File: src/sdbt_pkg.sv
// sdbt_pkg: register map, fields and command codes of the timer control
// assumes word-aligned APB access, one register per 32-bit word
package sdbt_pkg;
   // register indices, byte address is index times four
   localparam logic [5:0] REG_PRESCALE = 6'h00;
   localparam logic [5:0] REG_OUT_EN   = 6'h01;
   localparam logic [5:0] REG_IDLE     = 6'h02;
   localparam logic [5:0] REG_SPLIT    = 6'h03;
   localparam logic [5:0] REG_CMD_CLR  = 6'h04;
   localparam logic [5:0] REG_CMD_SET  = 6'h05;
   localparam logic [5:0] REG_FLAGS    = 6'h0B;
   localparam logic [5:0] REG_LOW_CNT  = 6'h20;
   localparam logic [5:0] REG_HIGH_CNT = 6'h21;
   localparam logic [5:0] REG_LOW_PER  = 6'h26;
   localparam logic [5:0] REG_HIGH_PER = 6'h27;
   localparam logic [5:0] REG_CMP_BASE = 6'h28;
   localparam logic [5:0] REG_CMP_LAST = 6'h2D;
   // field positions
   localparam int EN_BIT  = 0;
   localparam int PSC_LSB = 1;
   localparam int CMD_LSB = 2;
   localparam int HI_LSB  = 4;
   localparam int UNF_LO  = 0;
   localparam int UNF_HI  = 1;
   localparam int MCH_LSB = 4;
   // writable bit masks and reset values
   localparam logic [7:0] CH_MASK   = 8'h77;
   localparam logic [7:0] FLAG_MASK = 8'h73;
   localparam logic [7:0] CTRL_RST  = 8'h00;
   localparam logic [7:0] PER_RST   = 8'hFF;
   localparam logic [7:0] CMP_RST   = 8'h00;
   // command and target codes
   localparam logic [1:0] CMD_RESTART = 2'h2;
   localparam logic [1:0] CMD_HARD    = 2'h3;
   localparam logic [1:0] TGT_BOTH    = 2'h3;
   // prescaler: log2 of the divide ratio per select code
   localparam int PSC_W = 10;
   localparam int PSC_LOG2 [8] = '{0, 1, 2, 3, 4, 6, 8, 10};
endpackage

File: src/sdbt_half_if.sv
// sdbt_half_if: control and status between the core and one 8-bit half
// assumes both ends on the same clock
`timescale 1ns/1ns
`default_nettype none
interface sdbt_half_if;
   logic             tick;    // prescaled step
   logic             restart; // reload counter
   logic             hard;    // clear counter and outputs
   logic [7:0]       per;     // top value
   logic [2:0][7:0]  cmp;     // compare values
   logic [7:0]       cnt;     // counter value
   logic [2:0]       match;   // compare match pulses
   logic [2:0]       wave;    // waveform levels
   logic             unf;     // bottom pulse
   modport ctl (output tick, restart, hard, per, cmp,
                input cnt, match, wave, unf);
   modport tmr (input tick, restart, hard, per, cmp,
                output cnt, match, wave, unf);
endinterface
`default_nettype wire

File: src/sdbt_prescale.sv
// sdbt_prescale: divides the peripheral clock into a one-cycle tick
// assumes run_i and sel_i come from registers on clk_i
`timescale 1ns/1ns
`default_nettype none
module sdbt_prescale
   import sdbt_pkg::*;
#(
   parameter int DIV_W = PSC_W // divider width
) (
   input  wire logic       clk_i,   // peripheral clock
   input  wire logic       reset_i, // sync reset, high
   input  wire logic       run_i,   // enable
   input  wire logic [2:0] sel_i,   // ratio select
   output logic            tick_o   // one-cycle tick
);
   import sdbt_pkg::*;
   logic [DIV_W-1:0] div;      // free count
   logic [DIV_W-1:0] next_div; // next count
   logic [DIV_W-1:0] mask;     // low bits that must be ones
   // largest ratio needs the full width
   if (DIV_W < PSC_LOG2[7]) begin : g_chk
      $error("sdbt_prescale: DIV_W too small");
   end
   // count only while running, so each start is phase aligned
   always_comb begin
      next_div = run_i ? div + 1'b1 : '0;
      mask = DIV_W'((1 << PSC_LOG2[sel_i]) - 1);
      tick_o = run_i && ((div & mask) == mask);
   end
   always_ff @(posedge clk_i) begin
      if (reset_i) div <= '0;
      else div <= next_div;
   end
endmodule // sdbt_prescale
`default_nettype wire

File: src/sdbt_half.sv
// sdbt_half: one 8-bit down counter with three compare channels
// assumes tick, restart and hard are single-cycle pulses
`timescale 1ns/1ns
`default_nettype none
module sdbt_half (
   input  wire logic clk_i,   // peripheral clock
   input  wire logic reset_i, // sync reset, high
   sdbt_half_if.tmr  h        // control from the core
);
   logic [7:0] cnt;      // counter
   logic [7:0] next_cnt; // next counter
   logic       bottom;   // step at zero
   // count down, reload the top value at bottom
   always_comb begin
      bottom = h.tick && (cnt == 8'h00);
      next_cnt = cnt;
      if (h.hard) next_cnt = 8'h00;
      else if (h.restart) next_cnt = h.per;
      else if (bottom) next_cnt = h.per;
      else if (h.tick) next_cnt = cnt - 8'h01;
   end
   always_ff @(posedge clk_i) begin
      if (reset_i) cnt <= 8'h00;
      else cnt <= next_cnt;
   end
   assign h.cnt = cnt;
   assign h.unf = bottom;
   // per channel: match pulse and single-slope waveform
   for (genvar c = 0; c < 3; c++) begin : g_ch
      logic wave;      // output level
      logic next_wave; // next level
      always_comb begin
         next_wave = wave;
         if (h.hard || h.restart) next_wave = 1'b0;
         else if (h.match[c]) next_wave = 1'b1;
         else if (bottom) next_wave = 1'b0;
      end
      always_ff @(posedge clk_i) begin
         if (reset_i) wave <= 1'b0;
         else wave <= next_wave;
      end
      assign h.match[c] = h.tick && (cnt == h.cmp[c]);
      assign h.wave[c] = wave;
   end
endmodule // sdbt_half
`default_nettype wire

File: src/sdbt_timer.sv
// sdbt_timer: split dual-byte timer control with an APB register slave
// assumes one clock, APB master on clk_i, port_out_i on clk_i
// How it works
// - select bits 3:1 choose divide by 1..1024
// - enable bit 0 stops or runs timer
// - output enable lets waveform replace port value
// - idle bits drive outputs while timer disabled
// - split bit runs two 8-bit counters
// - clear port clears bits written one
// - set port sets bits written one
// - command 2 restarts, 3 hard-resets
// - command field always reads zero
// - hard reset ignored while enabled
// - only target code 3 selects both halves
// - low compare match sets sticky flag
// - bottom sets sticky underflow flag per half
`timescale 1ns/1ns
`default_nettype none
module sdbt_timer
   import sdbt_pkg::*;
(
   input  wire logic        clk_i,     // 25 MHz clock
   input  wire logic        reset_i,   // sync reset, high
   input  wire logic        psel,      // APB select
   input  wire logic        penable,   // APB access phase
   input  wire logic        pwrite,    // APB write
   input  wire logic [7:0]  paddr,     // APB byte address
   input  wire logic [31:0] pwdata,    // APB write data
   output logic [31:0]      prdata,    // APB read data
   output logic             pready,    // APB ready
   output logic             pslverr,   // APB error
   input  wire logic [5:0]  port_out_i, // port register value
   output logic [5:0]       waveform_output_pin_o // pin levels
);
   import sdbt_pkg::*;

   // configuration registers
   logic [3:0] ctl;       // select and enable
   logic [7:0] out_en;    // channel output enables
   logic [7:0] idle;      // idle levels
   logic       split;     // split mode
   logic [1:0] tgt;       // command target
   logic [3:0] next_ctl;
   logic [7:0] next_out_en;
   logic [7:0] next_idle;
   logic       next_split;
   logic [1:0] next_tgt;
   // period and compare registers per half
   logic [1:0][7:0]      per;
   logic [1:0][2:0][7:0] cmp;
   logic [1:0][7:0]      next_per;
   logic [1:0][2:0][7:0] next_cmp;
   // sticky event flags
   logic [7:0] flags;
   logic [7:0] next_flags;
   // bus response
   logic [31:0] next_prdata;
   logic        next_pslverr;
   // pin drive
   logic [5:0] next_pin;
   // decoded strobes and shared signals
   logic [5:0] idx;        // word index
   logic       setup;      // APB setup cycle
   logic       wr;         // write takes effect
   logic       mapped;     // index answers
   logic       enable;     // enable bit
   logic       run;        // counters may step
   logic       tick;       // shared tick
   logic [1:0] cmd_new;    // command just written
   logic       cmd_fire;   // command for both halves
   logic       restart;    // restart pulse
   logic       hard;       // hard reset pulse
   logic [5:0] wave_lvl;   // generator or idle level
   logic [5:0] wave_all;   // generator outputs

   sdbt_half_if hif [2] ();

   assign idx = paddr[7:2];
   assign setup = psel && !penable;
   assign wr = psel && penable && pready && pwrite;
   assign enable = ctl[EN_BIT];
   // 16-bit layout is not served, so only split mode counts
   assign run = enable && split;

   // one tick feeds both halves, gated by the shared enable
   sdbt_prescale u_psc (
      .clk_i   (clk_i),
      .reset_i (reset_i),
      .run_i   (run),
      .sel_i   (ctl[3:PSC_LSB]),
      .tick_o  (tick)
   );

   // two halves, same tick and same commands
   for (genvar g = 0; g < 2; g++) begin : g_half
      assign hif[g].tick = tick;
      assign hif[g].restart = restart;
      assign hif[g].hard = hard;
      assign hif[g].per = per[g];
      assign hif[g].cmp = cmp[g];
      sdbt_half u_half (
         .clk_i   (clk_i),
         .reset_i (reset_i),
         .h       (hif[g])
      );
   end
   assign wave_all = {hif[1].wave, hif[0].wave};

   // command decode: only the value written this cycle acts
   always_comb begin
      cmd_new = 2'h0;
      if (wr && idx == REG_CMD_SET)
         cmd_new = pwdata[CMD_LSB+1:CMD_LSB];
      // clear port leaves a command field that is always zero
      cmd_fire = (next_tgt == TGT_BOTH);
      restart = cmd_fire && (cmd_new == CMD_RESTART);
      hard = cmd_fire && (cmd_new == CMD_HARD)
             && !enable;
   end

   // configuration next values
   always_comb begin
      next_ctl = ctl;
      next_out_en = out_en;
      next_idle = idle;
      next_split = split;
      next_tgt = tgt;
      if (wr) begin
         case (idx)
            REG_PRESCALE: next_ctl = pwdata[3:0];
            REG_OUT_EN:   next_out_en = pwdata[7:0] & CH_MASK;
            REG_IDLE:     next_idle = pwdata[7:0] & CH_MASK;
            REG_SPLIT:    next_split = pwdata[0];
            REG_CMD_CLR:  next_tgt = tgt & ~pwdata[1:0];
            REG_CMD_SET:  next_tgt = tgt | pwdata[1:0];
            default:      next_tgt = tgt;
         endcase
      end
   end
   always_ff @(posedge clk_i) begin
      if (reset_i) begin
         ctl <= CTRL_RST[3:0];
         out_en <= CTRL_RST;
         idle <= CTRL_RST;
         split <= 1'b0;
         tgt <= 2'h0;
      end else begin
         ctl <= next_ctl;
         out_en <= next_out_en;
         idle <= next_idle;
         split <= next_split;
         tgt <= next_tgt;
      end
   end

   // period and compare; a hard reset puts them back to reset values
   always_comb begin
      next_per = per;
      next_cmp = cmp;
      if (hard) begin
         next_per = {PER_RST, PER_RST};
         next_cmp = '0;
      end else if (wr && split) begin
         if (idx == REG_LOW_PER) next_per[0] = pwdata[7:0];
         if (idx == REG_HIGH_PER) next_per[1] = pwdata[7:0];
         if (idx >= REG_CMP_BASE && idx <= REG_CMP_LAST)
            next_cmp[idx[0]][2'((idx - REG_CMP_BASE) >> 1)] =
               pwdata[7:0];
      end
   end
   always_ff @(posedge clk_i) begin
      if (reset_i) begin
         per <= {PER_RST, PER_RST};
         cmp <= '0;
      end else begin
         per <= next_per;
         cmp <= next_cmp;
      end
   end

   // sticky flags: a new event wins over a same-cycle clear
   always_comb begin
      next_flags = flags;
      if (wr && split && idx == REG_FLAGS)
         next_flags = flags & ~pwdata[7:0];
      next_flags[UNF_LO] = next_flags[UNF_LO] | hif[0].unf;
      next_flags[UNF_HI] = next_flags[UNF_HI] | hif[1].unf;
      next_flags[MCH_LSB+2:MCH_LSB] =
         next_flags[MCH_LSB+2:MCH_LSB] | hif[0].match;
      if (hard) next_flags = 8'h00;
      next_flags = next_flags & FLAG_MASK;
   end
   always_ff @(posedge clk_i) begin
      if (reset_i) flags <= 8'h00;
      else flags <= next_flags;
   end

   // read mux, captured in setup so data comes from flip-flops
   always_comb begin
      mapped = 1'b1;
      next_prdata = 32'h0000_0000;
      case (idx)
         REG_PRESCALE: next_prdata[3:0] = ctl;
         REG_OUT_EN:   next_prdata[7:0] = out_en;
         REG_IDLE:     next_prdata[7:0] = idle;
         REG_SPLIT:    next_prdata[0] = split;
         // command bits read as zero, target bits as stored
         REG_CMD_CLR,
         REG_CMD_SET:  next_prdata[1:0] = tgt;
         default:      mapped = 1'b0;
      endcase
      // split layout appears only with the split bit set
      if (split) begin
         mapped = 1'b1;
         case (idx)
            REG_FLAGS:    next_prdata[7:0] = flags;
            REG_LOW_CNT:  next_prdata[7:0] = hif[0].cnt;
            REG_HIGH_CNT: next_prdata[7:0] = hif[1].cnt;
            REG_LOW_PER:  next_prdata[7:0] = per[0];
            REG_HIGH_PER: next_prdata[7:0] = per[1];
            default: begin
               if (idx >= REG_CMP_BASE && idx <= REG_CMP_LAST)
                  next_prdata[7:0] =
                     cmp[idx[0]][2'((idx - REG_CMP_BASE) >> 1)];
               else if (idx > REG_CMD_SET)
                  mapped = 1'b0;
            end
         endcase
      end
      next_pslverr = !mapped;
      if (!setup) begin
         next_prdata = prdata;
         next_pslverr = pslverr;
      end
   end
   always_ff @(posedge clk_i) begin
      if (reset_i) begin
         prdata <= 32'h0000_0000;
         pslverr <= 1'b0;
      end else begin
         prdata <= next_prdata;
         pslverr <= next_pslverr;
      end
   end
   // one wait-free access phase after the registered setup
   assign pready = penable;

   // pins: idle levels while stopped, port value unless enabled
   always_comb begin
      wave_lvl = enable ? wave_all
                 : {idle[HI_LSB+2:HI_LSB], idle[2:0]};
      next_pin = port_out_i;
      for (int i = 0; i < 3; i++) begin
         if (out_en[i]) next_pin[i] = wave_lvl[i];
         if (out_en[HI_LSB+i])
            next_pin[3+i] = wave_lvl[3+i];
      end
   end
   always_ff @(posedge clk_i) begin
      if (reset_i) waveform_output_pin_o <= 6'h00;
      else waveform_output_pin_o <= next_pin;
   end
endmodule // sdbt_timer
`default_nettype wire

File: config.mk
export PLATFORM = sky130hd
export DESIGN_NAME = sdbt_timer
export DESIGN_NICKNAME = d
export VERILOG_FILES = /design/src/sdbt_pkg.sv /design/src/sdbt_half_if.sv /design/src/sdbt_prescale.sv /design/src/sdbt_half.sv /design/src/sdbt_timer.sv
export SDC_FILE = /design/constraint.sdc
export NUM_CORES = 1
export LEC_CHECK = 0
export ABC_CLOCK_PERIOD_IN_PS = 4900
export BUFFER_PORTS_ARGS = -buffer_cell sky130_fd_sc_hd__buf_2
export CORE_MARGIN = 2
export CORE_UTILIZATION = 50
export DETAILED_ROUTE_END_ITERATION = 7
export GPL_TIMING_DRIVEN = 0
export PLACE_DENSITY = 0.76
export SKIP_CTS_REPAIR_TIMING = 1
export SLEW_MARGIN = 20
export SYNTH_ARGS = -nofsm -noshare
export SYNTH_HDL_FRONTEND = slang
export SYNTH_HIERARCHICAL = 1
export SYNTH_SLANG_ARGS = --single-unit
File: constraint.sdc
create_clock -name clk_i -period 4.9 [get_ports clk_i]
set_input_delay 0.98 -clock clk_i [delete_from_list [all_inputs] [get_ports clk_i]]
set_output_delay 0.98 -clock clk_i [all_outputs]
set_load 0.02 [all_outputs]
==> flow_summary.ini, run 1 <==
[floorplanning]
rows = 44
coreArea_sq_um = 14600
dieArea_sq_um = 16100
ioPinCount = 91
die_y_microns = 127
initial_core_util_pct = 51.5
dieWidth_microns = 127

[sta]
clock_skew_ns = 0.00678
fin_crit_ns = 3.26
hold_violations = 0
setup_viol = 0
rsz0062_at_grt = false
fin_crit_sh_pct = 66.5
worstMarginPinSlew_ns = 1.14
setup_ws_ns = 1.64
setup_tns_ns = 0
fmax_mhz = 307
slew-limit-headroom_pct = 23.9
slew_violations = 0

[run_status]
outcome = completed

[drt]
drc = 0
drt-initial-drc-count = 711
antenna_left = 0
drt_first_pass_iters = 5
routed_wl_microns = 22800
wl_per_cell_microns = 20.6
via_per_inst = 5.96
vias = 6617

[global_routing]
grt_pass1_wl_microns = 35400
grt_pass1_vias = 6289
grt_usage_pct = 28.9
grt_max_degree = 17
antenna_found_initial = 0
grt_overflow = 0

[finish]
final_area_sq_um = 8660
syn_to_final_growth_pct = 14.8
final_common_cell = dfxtp_1
diodes = 0
final_nets = 970
layout_common_cells = dfxtp_1 (135), nor2_1 (111), mux2i_1 (100)
fin_util_pct = 59.2
final_layout_size_suffix_gt1_share_pct = 19.2

[power]
ir_drop_uv = 235
power_density_nw_per_um2 = 301
power.total_mw = 2.61
static-leakage-power_nw = 3.47

[critical_path]
crit_arrival_ns = 3.58
cp-start-kind = flop
worstPathCellList = nand4_2 > a211o_1 > a211oi_2 > nor4bb_4 > nand2_1 > inv_1 > o21ai_0 > a32o_1
crit_path_top_delay_cell = a211oi_2
cp_top_family = compound AO/OA/AOI/OAI gates
endpoint_kind = flop
critical_path_depth = 8
r2r_cells = 8
critPathMaxStageDelay_ns = 0.95
required_ns = 5.22
path_class = reg2reg
path_max_fanout = 10
reg2reg_slack_ns = 1.64
path_buf_inv = 1

[place]
pre_cts_slack_ns = 1.41
place_area_sq_um = 8050
gp_congestion = 1.00
dp_hpwl_microns = 16800
port_buffers = 38

[flow_run]
drv_cap = 0

[clock_tree]
cts.sinks = 135
cts_buffers = 17
path_clk_slew_ns = 0.05
root_buffer = clkbuf_16
htree_levels = 4
cts_tree = done
clockBufferDepth = 2
clkLatencyLatePin_ns = 0.43

[min_path]
min_path_type = reg2reg
worstHoldPathCells = 2

[synthesis]
syn_inst = 834
synth_warnings = 6
synth.avg_cell_area_sq_um = 9.05
syn_area_sq_um = 7550
[routing by layer]
layer  wire, microns  part of all wire [%]  track usage (%)
met1            9580                    42             37.5
met2           10000                    44             44.5
met3            2390                    10             9.03
met4             832                   3.6             12.2
met5               0                     0                0
[per-stage QoR]
step,hold WS (ns),instances
global route,0.489,1110
detailed placement,0.448,1079
floorplan,0.437,857
global placement,0.444,1079
finish,0.455,1110
CTS,0.456,1110
[worst min-delay path: stages (launching register included)]
cell and delay, ns:
dfxtp_1 0.31, nand2_1 0.05, a21oi_1 0.05
[layout make-up]
type / instances / area, sq um
Fill cell: 1237 / 5980
Multi-Input combinational cell: 610 / 4290
Sequential cell: 135 / 2700
Buffer: 92 / 568
Clock buffer: 17 / 425
Tap cell: 184 / 230
Timing Repair Buffer: 38 / 190
Clock inverter: 14 / 184
Inverter: 20 / 75.1
[report_power, final]
group / internal, mW / leakage, nW / switching [mW]
Combinational: 0.0536 / 2.09 / 0.116
Sequential: 1.10 / 1.09 / 0.00322
Clock: 0.842 / 0.290 / 0.486
[sequential cells by signal (all words and copies together) (netlist names)]
name and flops:
cmp 48, ctl 4, flags 5, g_half.u_half/g_ch.wave 6
g_half.u_half/h.cnt 16, hif.per 16, idle 6, out_en 6
prdata 8, pslverr 1, split 1, tgt 2
u_psc/div 10, waveform_output_pin_o 6
[path summary, 6_finish.rpt]
kind | start | end
setup / recovery | u_psc/div[4] | g_half[1].u_half/h.cnt[3]
hold / removal | g_half[1].u_half/g_ch[2].wave | g_half[1].u_half/g_ch[2].wave
setup reg to reg | u_psc/div[4] | g_half[1].u_half/h.cnt[3]
hold reg to reg | g_half[1].u_half/g_ch[2].wave | g_half[1].u_half/g_ch[2].wave
(Power assumes the default switching activity.)
==> run 2, diff against run 1 <==
- ABC_CLOCK_PERIOD_IN_PS: 4900 -> 2900
- PLACE_DENSITY: 0.76 -> 0.79
- clock period: 4.9 -> 2.9 ns (I/O delays scaled with it)
==> run 2 against run 1 <==
Against the previous run:
- clock power rose by 88%
- sequential share of layout area fell by 0.43 points
- count of clock-buffer cells in the layout did not move
- worst setup slack got worse by 1.5 ns
- final cell count increased by 0.36%
- worst hold slack got worse by 0.036 ns
==> flow_summary.ini, run 2 (same netlist as run 1, synthesis figures left out) <==
[finish]
syn_to_final_growth_pct = 16.4
final_common_cell = dfxtp_1
diodes = 0
final_layout_size_suffix_gt1_share_pct = 19.8
largest_register_ffs = 48
multi_input_area_sq_um = 4310
layout_common_cells = dfxtp_1 (135), nor2_1 (111), mux2i_1 (100)
regArea_sq_um = 2700
final_nets = 973
fillerInstances = 1251
largest_register = cmp
reg_top3 = cmp: 48 flops, g_half.u_half/h.cnt: 16 flops, hif.per: 16 flops
final_area_sq_um = 8780

[global_routing]
antenna_found_initial = 0
grt_overflow = 0
grt_pass1_vias = 6295
grt_usage_pct = 28.9
grt_pass1_wl_microns = 35200
grt_max_degree = 17

[sta]
fin_crit_ns = 2.72
fin_crit_sh_pct = 93.8
setup_tns_ns = 0
setup_viol = 0
holdWs_ns = 0.418
fmax_mhz = 368
slew_violations = 0
rsz0062_at_grt = false
worstMarginPinSlew_ns = 0.999
hold_violations = 0
slew-limit-headroom_pct = 32.9
setup_ws_ns = 0.180
clock_skew_ns = 0.00911

[drt]
antenna_left = 0
vias = 6658
routed_wl_microns = 23200
via_per_inst = 5.98
drt_first_pass_iters = 6
drt-initial-drc-count = 795
wl_per_cell_microns = 20.8
drc = 0

[critical_path]
crit_arrival_ns = 3.08
path_max_fanout = 10
endpoint_kind = flop
r2r_cells = 9
path_class = in2reg
required_ns = 3.26
regToRegStartpoint = u_psc/div[4]
crit_path_start = paddr[4]
timing.rr.end = g_half[1].u_half/h.cnt[3]
cp-start-kind = primary input
reg2reg_slack_ns = 0.28

[min_path]
min_to = waveform_output_pin_o[2]
worstHoldPathCells = 3
min_path_type = in2reg
hp-start = port_out_i[2]

[floorplanning]
dieArea_sq_um = 16100
rows = 44
coreArea_sq_um = 14600
dieWidth_microns = 127
die_y_microns = 127
initial_core_util_pct = 51.5
ioPinCount = 91

[place]
place_area_sq_um = 8050
dp_hpwl_microns = 16800
pre_cts_slack_ns = -0.247
port_buffers = 38
gp_congestion = 0.989

[clock_tree]
path_clk_slew_ns = 0.06
cts.sinks = 135
cts_buffers = 17
clkLatencyLatePin_ns = 0.43
clockBufferDepth = 2
root_buffer = clkbuf_16
htree_levels = 4
cts_tree = done

[power]
ir_drop_uv = 379
static-leakage-power_nw = 3.51
power_density_nw_per_um2 = 530
power.total_mw = 4.66

[flow_run]
drv_cap = 0

[run_status]
outcome = completed
-- run 2: layout make-up --
type | instances | area share, %
timing repair buffer | 41 | 2.56
tap | 184 | 2.62
buffer | 92 | 6.47
sequential | 135 | 30.8
clock buffer | 17 | 4.84
clock inverter | 15 | 2.85
inverter | 20 | 0.855
multi-input combinational | 610 | 49.0
-- run 2: worst max-delay path by stage --
stage / to / cells past startpoint
3_5_place_dp: g_half[1].u_half/h.cnt[6] / 11
6_report: g_half[1].u_half/h.cnt[6] / 11
4_1_cts: g_half[1].u_half/h.cnt[3] / 8
2_1_floorplan: g_half[0].u_half/h.cnt[3] / 8
5_1_grt: g_half[1].u_half/h.cnt[6] / 11
3_3_place_gp: g_half[1].u_half/h.cnt[6] / 11
-- run 2: report_power, final --
part	switching [mW]	internal [mW]
registers	0.00507	1.87
logic	0.198	0.0907
clock network	0.879	1.62
total	1.08	3.57
-- run 2: worst max-delay path, cell delays in order --
cell	delay (ns)
buf_2	0.09
clkbuf_2	0.21
nand2b_1	0.29
nor3_2	0.39
nand2_1	0.13
nor2_1	0.24
clkbuf_1	0.37
nor2_1	0.15
nor2_1	0.34
nand4_1	0.15
o211ai_1	0.13
-- run 2: metal layers --
metal | GRT usage (%) | up-vias | wire, microns
met5 | 0 | - | 0
met4 | 13.2 | 0 | 943
met3 | 8.35 | 67 | 2420
met2 | 44.6 | 398 | 10200
met1 | 37.6 | 3138 | 9570
li1 | - | 3055 | -
-- run 2: through the flow --
step / util (%) / instances
floorplan: - / 857
global placement: 55.0 / 1079
detailed placement: 55.0 / 1079
CTS: 59.6 / 1111
global route: 60.0 / 1114
finish: 60.0 / 1114
==> run 3, diff against run 2 <==
- ABC_CLOCK_PERIOD_IN_PS: 2900 -> 2600
- CTS_BUF_LIST: default -> sky130_fd_sc_hd__clkbuf_16
- PLACE_DENSITY: 0.79 -> 0.76
- clock period: 2.9 -> 2.6 ns (I/O delays scaled with it)
==> run 3 against run 2 <==
Against the previous run:
- highest routed layer unchanged
- final area fell by 0.75%
- sequential share of layout area rose by 0.23 points
- clock skew fell by 0.00058 ns
- sequential power rose by 12%
- worst hold slack got worse by 0.056 ns
- first-iteration DRC count fell by 4.9%
- core utilization fell by 0.45 points
- largest power group unchanged
- final cell count barely moved
- power rose by 5.3%
- die area did not move
- largest cell class unchanged
- worst setup slack got worse by 0.14 ns
==> flow_summary.ini, run 3 (same netlist as run 1, synthesis figures left out) <==
[run_status]
outcome = completed

[drt]
drt_first_pass_iters = 6
drc = 0
drt-initial-drc-count = 756
topRoutingLayerUsed = met4
wl_met3_microns = 2490
antenna_left = 0
routed_wl_microns = 23000
route.met2.wl_microns = 10000
vias = 6665
via_per_inst = 5.99
wl_per_cell_microns = 20.6
wl_met1_microns = 9560

[finish]
reg_top3 = cmp: 48 flops, g_half.u_half/h.cnt: 16 flops, hif.per: 16 flops
final_common_cell = dfxtp_1
layout_common_cells = dfxtp_1 (135), nor2_1 (111), mux2i_1 (100)
syn_to_final_growth_pct = 15.5
largest_register = cmp
final_layout_size_suffix_gt1_share_pct = 20.2
diodes = 0
fillerInstances = 1238
final_nets = 973
largest_register_ffs = 48
fin_cells = 1113
final_area_sq_um = 8720

[sta]
holdWs_ns = 0.363
setup_viol = 0
worstMarginPinSlew_ns = 1.05
hold_violations = 0
slew_violations = 0
rsz0062_at_grt = true
fin_crit_sh_pct = 98.5
slew-limit-headroom_pct = 29.2
fin_crit_ns = 2.56
fmax_mhz = 390
clock_skew_ns = 0.00853
setup_tns_ns = 0

[critical_path]
reg2reg_slack_ns = 0.06
path_class = in2reg
r2r_cells = 8
cp-start-kind = primary input
endpoint_kind = flop
timing.rr.end = g_half[1].u_half/h.cnt[3]
path_max_fanout = 10
crit_arrival_ns = 2.88
regToRegStartpoint = u_psc/div[4]
required_ns = 2.92

[floorplanning]
rows = 44
dieWidth_microns = 127
ioPinCount = 91
coreArea_sq_um = 14600
die_y_microns = 127
initial_core_util_pct = 51.5
dieArea_sq_um = 16100

[power]
p_sw_share_pct = 23.1
power_density_nw_per_um2 = 562
p_int_mw = 3.77
static-leakage-power_nw = 3.49
seqPwrFrac_pct = 42.6
combPwrFrac_pct = 6.5
p_sw_mw = 1.13
power_frac_clock_pct = 50.9
ir_drop_uv = 436

[clock_tree]
htree_levels = 4
cts_tree = done
clockBufferDepth = 2
clkLatencyLatePin_ns = 0.43
cts_buffers = 17
cts.sinks = 135
root_buffer = clkbuf_16
path_clk_slew_ns = 0.06

[min_path]
hp-start = port_out_i[1]
min_path_type = in2reg
min_to = waveform_output_pin_o[1]
worstHoldPathCells = 3

[global_routing]
grt_max_degree = 17
antenna_found_initial = 0
grt_pass1_vias = 6289
grt_pass1_wl_microns = 35400
grt_usage_pct = 28.9
grt_overflow = 0

[place]
gp_congestion = 1.00
port_buffers = 38
dp.cells = 1079
dp_hpwl_microns = 16800
place_area_sq_um = 8050

[flow_run]
drv_cap = 0
[run 3: through the flow]
stage / worst slack (ns) / util (%) / power (mW)
6_report: 0.0388 / 59.5 / 4.90
5_1_grt: -0.0659 / 59.5 / 5.03
4_1_cts: -0.535 / 59.2 / 4.92
3_5_place_dp: -0.519 / 55.0 / 2.44
3_3_place_gp: -0.543 / 55.0 / 2.44
2_1_floorplan: 0.198 / - / 2.34
[run 3: power groups by stage]
stage / logic [mW] / clock network, mW / registers [mW]
2_1_floorplan: 0.190 / 0 / 2.15
3_3_place_gp: 0.309 / 0 / 2.13
3_5_place_dp: 0.310 / 0 / 2.13
4_1_cts: 0.311 / 2.52 / 2.09
5_1_grt: 0.338 / 2.61 / 2.09
6_report: 0.321 / 2.49 / 2.09
[run 3: metal layers]
metal / track usage [%] / vias to the layer above
li1: - / 3062
met1: 37.5 / 3148
met2: 44.5 / 397
met3: 9.03 / 58
met4: 12.2 / 0
met5: 0 / -
[run 3: how the worst max path moves through the flow]
| stage | startpoint | to | cells after the start |
|---|---|---|---|
| final | paddr[4] | g_half[0].u_half/h.cnt[3] | 10 |
| after global routing | u_psc/div[4] | g_half[1].u_half/h.cnt[3] | 8 |
| after CTS | u_psc/div[4] | g_half[1].u_half/h.cnt[3] | 8 |
| after detailed placement | u_psc/div[4] | g_half[1].u_half/h.cnt[3] | 8 |
| after global placement | u_psc/div[4] | g_half[1].u_half/h.cnt[3] | 8 |
| after floorplan | u_psc/div[4] | g_half[0].u_half/h.cnt[3] | 7 |
[run 3: area by class of cell]
cell class	instances	area (sq um)	share of cell area [%]
repair buffers	41	225	2.58
multi-input cells	610	4300	49.4
well taps	184	230	2.64
clock inverters	14	184	2.11
plain buffers	92	572	6.56
inverters	20	75.1	0.861
clock buffers	17	425	4.88
flip-flops and latches	135	2700	31.0
[run 3: worst max-delay path, cell delays in order]
cell	delay (ns)
buf_2	0.09
clkbuf_2	0.20
nand2b_1	0.28
nor3_2	0.42
nand2_1	0.14
nor2_1	0.27
clkbuf_2	0.28
a21oi_2	0.13
mux2_4	0.33
a32o_1	0.20
